$ cat config.mk
export PLATFORM = sky130hd
export DESIGN_NAME = pcs_rx_lane_status_stats
export DESIGN_NICKNAME = d
export VERILOG_FILES = /design/src/common/rx_stat_pkg.sv /design/src/hdl/lane_incr_stage.sv /design/src/hdl/pcs_rx_lane_status_stats.sv
export SDC_FILE = /design/constraint.sdc
export NUM_CORES = 1
export LEC_CHECK = 0
export ABC_AREA = 1
export BUFFER_PORTS_ARGS = -buffer_cell sky130_fd_sc_hd__buf_2
export CAP_MARGIN = 20
export CORE_MARGIN = 3
export CORE_UTILIZATION = 46
export CTS_BUF_LIST = sky130_fd_sc_hd__clkbuf_2 sky130_fd_sc_hd__clkbuf_4 sky130_fd_sc_hd__clkbuf_8
export CTS_CLUSTER_DIAMETER = 100
export DETAILED_ROUTE_END_ITERATION = 8
export GPL_TIMING_DRIVEN = 0
export MAX_ROUTING_LAYER = met4
export PLACE_DENSITY = 0.95
export SLEW_MARGIN = 20
export SYNTH_ARGS = -nofsm -noshare
export SYNTH_HDL_FRONTEND = slang
export SYNTH_HIERARCHICAL = 1
export SYNTH_SLANG_ARGS = --single-unit
$ cat constraint.sdc
create_clock -name clk_in -period 1.5 [get_ports clk_in]
set_input_delay 0.225 -clock clk_in [delete_from_list [all_inputs] [get_ports clk_in]]
set_output_delay 0.225 -clock clk_in [all_outputs]
set_load 0.01 [all_outputs]
$ cat src/common/rx_stat_pkg.sv
`default_nettype none
package rx_stat_pkg;
    // Lane count and field widths of the receive status outputs
    localparam int LANES_NUM       = 4;
    localparam int MISMATCH_W      = 8;
    localparam int BAD_CODE_W      = 2;
    localparam int FRAMING_W       = 4;
    // Reset values of the status levels
    localparam logic [3:0] LOCK_RST    = 4'h0;
    localparam logic       ALIGNED_RST = 1'b0;
    localparam logic       ALIGN_ERR_RST = 1'b0;
    localparam logic       FAULT_RST   = 1'b1;
endpackage
`default_nettype wire

$ cat src/hdl/lane_incr_stage.sv
`timescale 1ns/1ps
`default_nettype none
module lane_incr_stage #(
    parameter int WIDTH = 4
) (
    input  wire logic             clk_in,
    input  wire logic             arst_n_in,
    input  wire logic             event_in,
    input  wire logic [WIDTH-1:0] count_in,
    output logic      [WIDTH-1:0] incr_out,
    output logic                  valid_out
);
    logic [WIDTH-1:0] incr_ff;
    logic             valid_ff;
    wire  [WIDTH-1:0] nxt_incr = event_in ? count_in : '0;

    if (WIDTH < 1) begin : g_bad_width
        $error("lane_incr_stage: WIDTH must be positive");
    end

    always_ff @(posedge clk_in or negedge arst_n_in) begin
        if (!arst_n_in) begin
            incr_ff  <= '0;
            valid_ff <= 1'b0;
        end else begin
            incr_ff  <= nxt_incr;
            valid_ff <= event_in;
        end
    end

    assign incr_out  = incr_ff;
    assign valid_out = valid_ff;

    quiet_zero_a: assert property (@(posedge clk_in) disable iff (!arst_n_in)
        !valid_ff |-> incr_ff == '0) else $error("increment nonzero without valid");
    follow_event_a: assert property (@(posedge clk_in) disable iff (!arst_n_in)
        !event_in |=> !valid_ff) else $error("valid held without event");
endmodule
`default_nettype wire

$ cat src/hdl/pcs_rx_lane_status_stats.sv
`timescale 1ns/1ps
`default_nettype none
module pcs_rx_lane_status_stats
    import rx_stat_pkg::*;
#(
    parameter int LANES = LANES_NUM
) (
    input  wire logic                  clk_in,
    input  wire logic                  arst_n_in,
    input  wire logic                  test_pattern_en_in,
    input  wire logic [LANES-1:0]      lane_lock_in,
    input  wire logic [LANES-1:0]      lane_deskewed_in,
    input  wire logic                  align_fail_in,
    input  wire logic                  mismatch_event_in,
    input  wire logic [MISMATCH_W-1:0] mismatch_count_in,
    input  wire logic                  bad_code_event_in,
    input  wire logic [BAD_CODE_W-1:0] bad_code_count_in,
    input  wire logic [LANES-1:0]      sync_err_event_in,
    input  wire logic [LANES*FRAMING_W-1:0] sync_err_count_in,
    output logic      [LANES-1:0]      block_lock_out,
    output logic      [MISMATCH_W-1:0] mismatch_incr_out,
    output logic                       mismatch_valid_out,
    output logic      [BAD_CODE_W-1:0] bad_code_incr_out,
    output logic                       bad_code_valid_out,
    output logic      [LANES*FRAMING_W-1:0] framing_incr_out,
    output logic      [LANES-1:0]      framing_valid_out,
    output logic                       aligned_out,
    output logic                       local_fault_out,
    output logic                       align_err_out
);
    // ==========================================================
    // Status levels
    logic [LANES-1:0] lock_ff;
    logic             aligned_ff;
    logic             fault_ff;
    logic             align_err_ff;
    logic             was_aligned_ff;

    // Port fields and reset constants are laid out for exactly four lanes
    if (LANES != LANES_NUM) begin : g_bad_lanes
        $error("LANES must match the four lane PCS");
    end

    wire all_aligned = (&lane_deskewed_in) && (&lane_lock_in);
    wire align_loss  = was_aligned_ff && !all_aligned;
    wire nxt_align_err = align_fail_in || align_loss;

    always_ff @(posedge clk_in or negedge arst_n_in) begin
        if (!arst_n_in) begin
            lock_ff        <= LOCK_RST;
            aligned_ff     <= ALIGNED_RST;
            fault_ff       <= FAULT_RST;
            align_err_ff   <= ALIGN_ERR_RST;
            was_aligned_ff <= 1'b0;
        end else begin
            lock_ff        <= lane_lock_in;
            aligned_ff     <= all_aligned;
            fault_ff       <= !all_aligned;
            align_err_ff   <= nxt_align_err;
            was_aligned_ff <= all_aligned;
        end
    end

    assign block_lock_out  = lock_ff;
    assign aligned_out     = aligned_ff;
    assign local_fault_out = fault_ff;
    assign align_err_out   = align_err_ff;

    // ==========================================================
    // Increment stages
    // gate by test enable
    wire mismatch_ok = mismatch_event_in && test_pattern_en_in && (mismatch_count_in != '0);

    lane_incr_stage #(.WIDTH(MISMATCH_W)) mismatch_stage (
        .clk_in    (clk_in),
        .arst_n_in (arst_n_in),
        .event_in  (mismatch_ok),
        .count_in  (mismatch_count_in),
        .incr_out  (mismatch_incr_out),
        .valid_out (mismatch_valid_out)
    );

    lane_incr_stage #(.WIDTH(BAD_CODE_W)) bad_code_stage (
        .clk_in    (clk_in),
        .arst_n_in (arst_n_in),
        .event_in  (bad_code_event_in),
        .count_in  (bad_code_count_in),
        .incr_out  (bad_code_incr_out),
        .valid_out (bad_code_valid_out)
    );

    genvar g;
    generate
        for (g = 0; g < LANES; g++) begin : g_lane
            lane_incr_stage #(.WIDTH(FRAMING_W)) framing_stage (
                .clk_in    (clk_in),
                .arst_n_in (arst_n_in),
                .event_in  (sync_err_event_in[g]),
                .count_in  (sync_err_count_in[g*FRAMING_W +: FRAMING_W]),
                .incr_out  (framing_incr_out[g*FRAMING_W +: FRAMING_W]),
                .valid_out (framing_valid_out[g])
            );
        end
    endgenerate

    // ==========================================================
    // Checks
    // lock follows lanes
    lock_follow_a: assert property (@(posedge clk_in) disable iff (!arst_n_in)
        1'b1 |=> block_lock_out == $past(lane_lock_in)) else $error("lock flag wrong");

    mismatch_gate_a: assert property (@(posedge clk_in) disable iff (!arst_n_in)
        !test_pattern_en_in |=> !mismatch_valid_out) else $error("mismatch while disabled");

    mismatch_off_a: assert property (@(posedge clk_in) disable iff (!arst_n_in)
        !test_pattern_en_in |=> mismatch_incr_out == '0)
        else $error("mismatch value while disabled");

    mismatch_value_a: assert property (@(posedge clk_in) disable iff (!arst_n_in)
        mismatch_ok |=> mismatch_valid_out && mismatch_incr_out == $past(mismatch_count_in))
        else $error("mismatch value lost");

    mismatch_pulse_a: assert property (@(posedge clk_in) disable iff (!arst_n_in)
        !mismatch_ok |=> mismatch_incr_out == '0) else $error("mismatch held");

    mismatch_strobe_a: assert property (@(posedge clk_in) disable iff (!arst_n_in)
        mismatch_incr_out != '0 |-> mismatch_valid_out) else $error("no mismatch strobe");

    strobe_nonzero_a: assert property (@(posedge clk_in) disable iff (!arst_n_in)
        mismatch_valid_out |-> mismatch_incr_out != '0)
        else $error("mismatch strobe with zero count");

    bad_code_a: assert property (@(posedge clk_in) disable iff (!arst_n_in)
        bad_code_event_in |=> bad_code_valid_out && bad_code_incr_out == $past(bad_code_count_in))
        else $error("code violation lost");

    bad_code_zero_a: assert property (@(posedge clk_in) disable iff (!arst_n_in)
        !bad_code_valid_out |-> bad_code_incr_out == '0) else $error("code incr no strobe");

    bad_code_quiet_a: assert property (@(posedge clk_in) disable iff (!arst_n_in)
        !bad_code_event_in |=> !bad_code_valid_out) else $error("code strobe without event");

    framing_lane0_a: assert property (@(posedge clk_in) disable iff (!arst_n_in)
        sync_err_event_in[0] |=> framing_valid_out[0]) else $error("framing strobe lost");

    framing_zero_a: assert property (@(posedge clk_in) disable iff (!arst_n_in)
        !framing_valid_out[1] |-> framing_incr_out[7:4] == '0) else $error("framing no strobe");

    for (g = 0; g < LANES; g++) begin : g_lane_chk
        framing_value_a: assert property (@(posedge clk_in) disable iff (!arst_n_in)
            sync_err_event_in[g] |=> framing_valid_out[g]
                && framing_incr_out[g*FRAMING_W +: FRAMING_W]
                == $past(sync_err_count_in[g*FRAMING_W +: FRAMING_W]))
            else $error("framing count lost");
        framing_quiet_a: assert property (@(posedge clk_in) disable iff (!arst_n_in)
            !framing_valid_out[g] |-> framing_incr_out[g*FRAMING_W +: FRAMING_W] == '0)
            else $error("framing count without strobe");
    end

    aligned_all_a: assert property (@(posedge clk_in) disable iff (!arst_n_in)
        aligned_out |-> $past(&lane_deskewed_in) && $past(&lane_lock_in))
        else $error("aligned without all lanes");

    aligned_follow_a: assert property (@(posedge clk_in) disable iff (!arst_n_in)
        1'b1 |=> aligned_out == $past(all_aligned)) else $error("aligned flag stale");

    fault_level_a: assert property (@(posedge clk_in) disable iff (!arst_n_in)
        local_fault_out == !aligned_out) else $error("fault not inverse of aligned");

    loss_error_a: assert property (@(posedge clk_in) disable iff (!arst_n_in)
        aligned_out && !all_aligned |=> align_err_out) else $error("alignment loss missed");

    fail_error_a: assert property (@(posedge clk_in) disable iff (!arst_n_in)
        align_fail_in |=> align_err_out) else $error("aligner failure missed");

    err_cause_a: assert property (@(posedge clk_in) disable iff (!arst_n_in)
        align_err_out |-> $past(align_fail_in) || ($past(aligned_out) && !$past(all_aligned)))
        else $error("alignment error without cause");

    reset_clear_a: assert property (@(posedge clk_in)
        !arst_n_in ##1 !arst_n_in |-> block_lock_out == LOCK_RST && aligned_out == ALIGNED_RST
            && local_fault_out == FAULT_RST && align_err_out == ALIGN_ERR_RST
            && !mismatch_valid_out && !bad_code_valid_out && framing_valid_out == '0)
        else $error("outputs not cleared in reset");
endmodule
`default_nettype wire

==> impl_metrics.env <==
export IMPL_root_buffer="clkbuf_4"
export IMPL_yosys_area_top_type_share_pct=75.2
export IMPL_skew_ps=10.5
export IMPL_critPathLaunchType="register"
export IMPL_syn_avg_cell_area_um2=11.3
export IMPL_drt_iter0_markers=42
export IMPL_synthToLayoutAreaGrowth_pct=48.5
export IMPL_required_ps=1270
export IMPL_pwr_share_clk_pct=39.4
export IMPL_grt_usage_pct=20.2
export IMPL_numCtsBuffers=5
export IMPL_fillers=171
export IMPL_path_cells="buf_2"
export IMPL_p_comb_share_pct=10.0
export IMPL_clockBufferDepth=2
export IMPL_drc=0
export IMPL_slowest_delay_ps=530
export IMPL_use_met1_pct=21.0
export IMPL_grt_busiest_layer="met2"
export IMPL_io_buffers=82
export IMPL_rsz0062_at_grt="no"
export IMPL_slowest_stage="dfstp_2"
export IMPL_drive_gt1_share_pct=46.6
export IMPL_maxSlewViolCount=0
export IMPL_worstPathMaxFanout=1
export IMPL_worstHoldPathType="in2reg"
export IMPL_power_density_nw_per_um2=1170
export IMPL_vias_per_cell=4.47
export IMPL_worstMarginPinSlew_ps=809
export IMPL_seq_area_um2=977
export IMPL_yosysWarnings=6
export IMPL_p_sw_share_pct=21.0
export IMPL_synthTopCellsByArea="dfrtp_1 (75%), nand2_1 (9.8%), inv_1 (8.3%)"
export IMPL_clock_sinks=39
export IMPL_die_area_um2=3420
export IMPL_power_leakage_nw=1.24
export IMPL_p_int_w=0.00174
export IMPL_wl_per_cell_um=13.8
export IMPL_finalSetupTns_ps=0
export IMPL_peakVddDrop_mv=0.866
export IMPL_nets=251
export IMPL_cp_end_kind="primary output"
export IMPL_clk_latency_ps=340
export IMPL_antenna_cells=0
export IMPL_final_cell_area_um2=1880
export IMPL_crit_family="flip-flops"
export IMPL_grt_use_met2_pct=34.0
export IMPL_vias=1064
export IMPL_cap_violations=0
export IMPL_gr_total_overflow=0
export IMPL_core_area_um2=2540
export IMPL_tritoncts="built"
export IMPL_dp_hpwl_um=2190
export IMPL_place_congestion=0.673
export IMPL_num_rows=18
export IMPL_synth_edff_count=0
export IMPL_critical_path_arrival_ps=980
export IMPL_syn_inst=112
export IMPL_use_met3_pct=8.99
export IMPL_pwr_share_seq_pct=50.6
export IMPL_period_needed_ps=1210
export IMPL_cp_num_buf_inv=1
export IMPL_post_dp_cell_area_um2=1710
export IMPL_yosys_top_cells_count="dfrtp_1 (38), nand2_1 (33), inv_1 (28)"
export IMPL_p_switching_w=0.000463
export IMPL_yosysMostFrequentCell="dfrtp_1"
export IMPL_synth_largest_area_cell="dfrtp_1"
export IMPL_ys_ff_latch=39
export IMPL_status="complete, no violations"
export IMPL_async_flop_share_pct=100
export IMPL_synthesis_area_um2=1260
export IMPL_ys_flop_type="dfrtp_1"
export IMPL_initial_utilization_pct=49.7
export IMPL_syn_nets=156
export IMPL_ant_nets=0
export IMPL_grt_pass1_vias=983
export IMPL_fp_dieH_um=58.4
export IMPL_setup_viol=0
export IMPL_grt_first_pass_wirelength_um=4730
export IMPL_grt_max_degree=40
export IMPL_num_io_pins=83
export IMPL_drt_pass1_iterations=4
export IMPL_maxSlewHeadroom_pct=46.1
export IMPL_crit_type="reg2out"
export IMPL_min_period_over_period_pct=80.5
export IMPL_finalHoldViolCount=0
export IMPL_totalWireLength_um=3290
export IMPL_fmax_ghz=0.828
export IMPL_synth_seq_area_share_pct=77.3
export IMPL_multi_input_area_um2=178
export IMPL_clkTransAtPathRegs_ps=110
export IMPL_fp_dieW_um=58.4
export IMPL_htreeDepth=2
export IMPL_antenna_found_initial=0
export IMPL_synth_cell_type_count=8
==> flip-flops by register name (all words and copies together), names as in the netlist <==
register,cells
align_err_out,1
bad_code_stage/incr_out,2
bad_code_stage/valid_out,1
block_lock_out,4
g_lane.framing_stage/incr_out,16
g_lane.framing_stage/valid_out,4
local_fault_out,1
mismatch_stage/incr_out,8
mismatch_stage/valid_out,1
was_aligned_ff,1
==> worst register-to-register path: cells and delay by family (launching register included) <==
| kind | cells | cell delay (ps) |
|---|---|---|
| flip-flops | 1 | 410 |
| AND/OR/NAND/NOR | 2 | 130 |
==> timing repair <==
action / CTS / global route
hold endpoints to repair: 41 / 2
gates resized for setup: 0 / 0
buffers inserted: 0 / 0
hold buffers: 4 / 2
setup endpoints to repair: 0 / 0
==> power groups by stage <==
stage	Combinational [W]	Sequential (W)	Clock (W)
after floorplan	0.0000365	0.00116	0
after global placement	0.000198	0.00113	0
after detailed placement	0.000205	0.00113	0
after CTS	0.000215	0.00111	0.000868
after global routing	0.000246	0.00112	0.000931
final	0.000221	0.00111	0.000866
==> stage by stage <==
stage	total power, W	hold slack, ps	util (%)	setup slack, ps	cells
after floorplan	0.00120	-70.6	-	664	112
after global placement	0.00132	346	67.3	507	224
after detailed placement	0.00134	350	67.3	475	224
after CTS	0.00219	3.36	73.0	264	236
after global routing	0.00229	21.1	73.8	238	238
final	0.00220	35.1	73.8	292	238
==> final cells by class <==
type / count / share of cell area (%)
multi-input combinational: 44 / 9.46
tap: 30 / 2.00
clock buffer: 6 / 2.40
timing repair buffer: 88 / 25.0
clock inverter: 2 / 3.20
inverter: 28 / 5.60
sequential: 39 / 52.0
buffer: 1 / 0.266
==> path summary, 6_finish.rpt <==
path | start | end | slack (ps) | cells after the start
max reg2reg | was_aligned_ff | align_err_out | 890 | 2
min in group asynchronous | arst_n_in | block_lock_out[1] | 550 | 2
min | sync_err_event_in[2] | g_lane[2].framing_stage/valid_out | 40 | 1
max | local_fault_out | local_fault_out | 290 | 1
min reg2reg | was_aligned_ff | align_err_out | 510 | 2
max in group asynchronous | arst_n_in | g_lane[3].framing_stage/incr_out[1] | 420 | 2
==> cells by family after synthesis <==
logic type	synth area share (%)
AND/OR/NAND/NOR	14.0
buffers and inverters	8.70
flip-flops	77.3
==> metal layers <==
metal	wire, um	vias up
met2	1720	72
met1	1060	482
met3	442	9
li1	-	501
met4	62	0
met5	0	-
==> layout by cell type, fill, tap and decap left out <==
cell	Yosys	layout
inv_1	28	28
nor2_1	6	6
bufinv_16	0	2
buf_2	1	83
nor2_2	2	2
dfstp_2	1	1
nand2_2	3	3
dlygate4sd3_1	0	6
nand2_1	33	33
clkbuf_4	0	6
dfrtp_1	38	38
No activity file was read; power rests on OpenSTA's default activity.
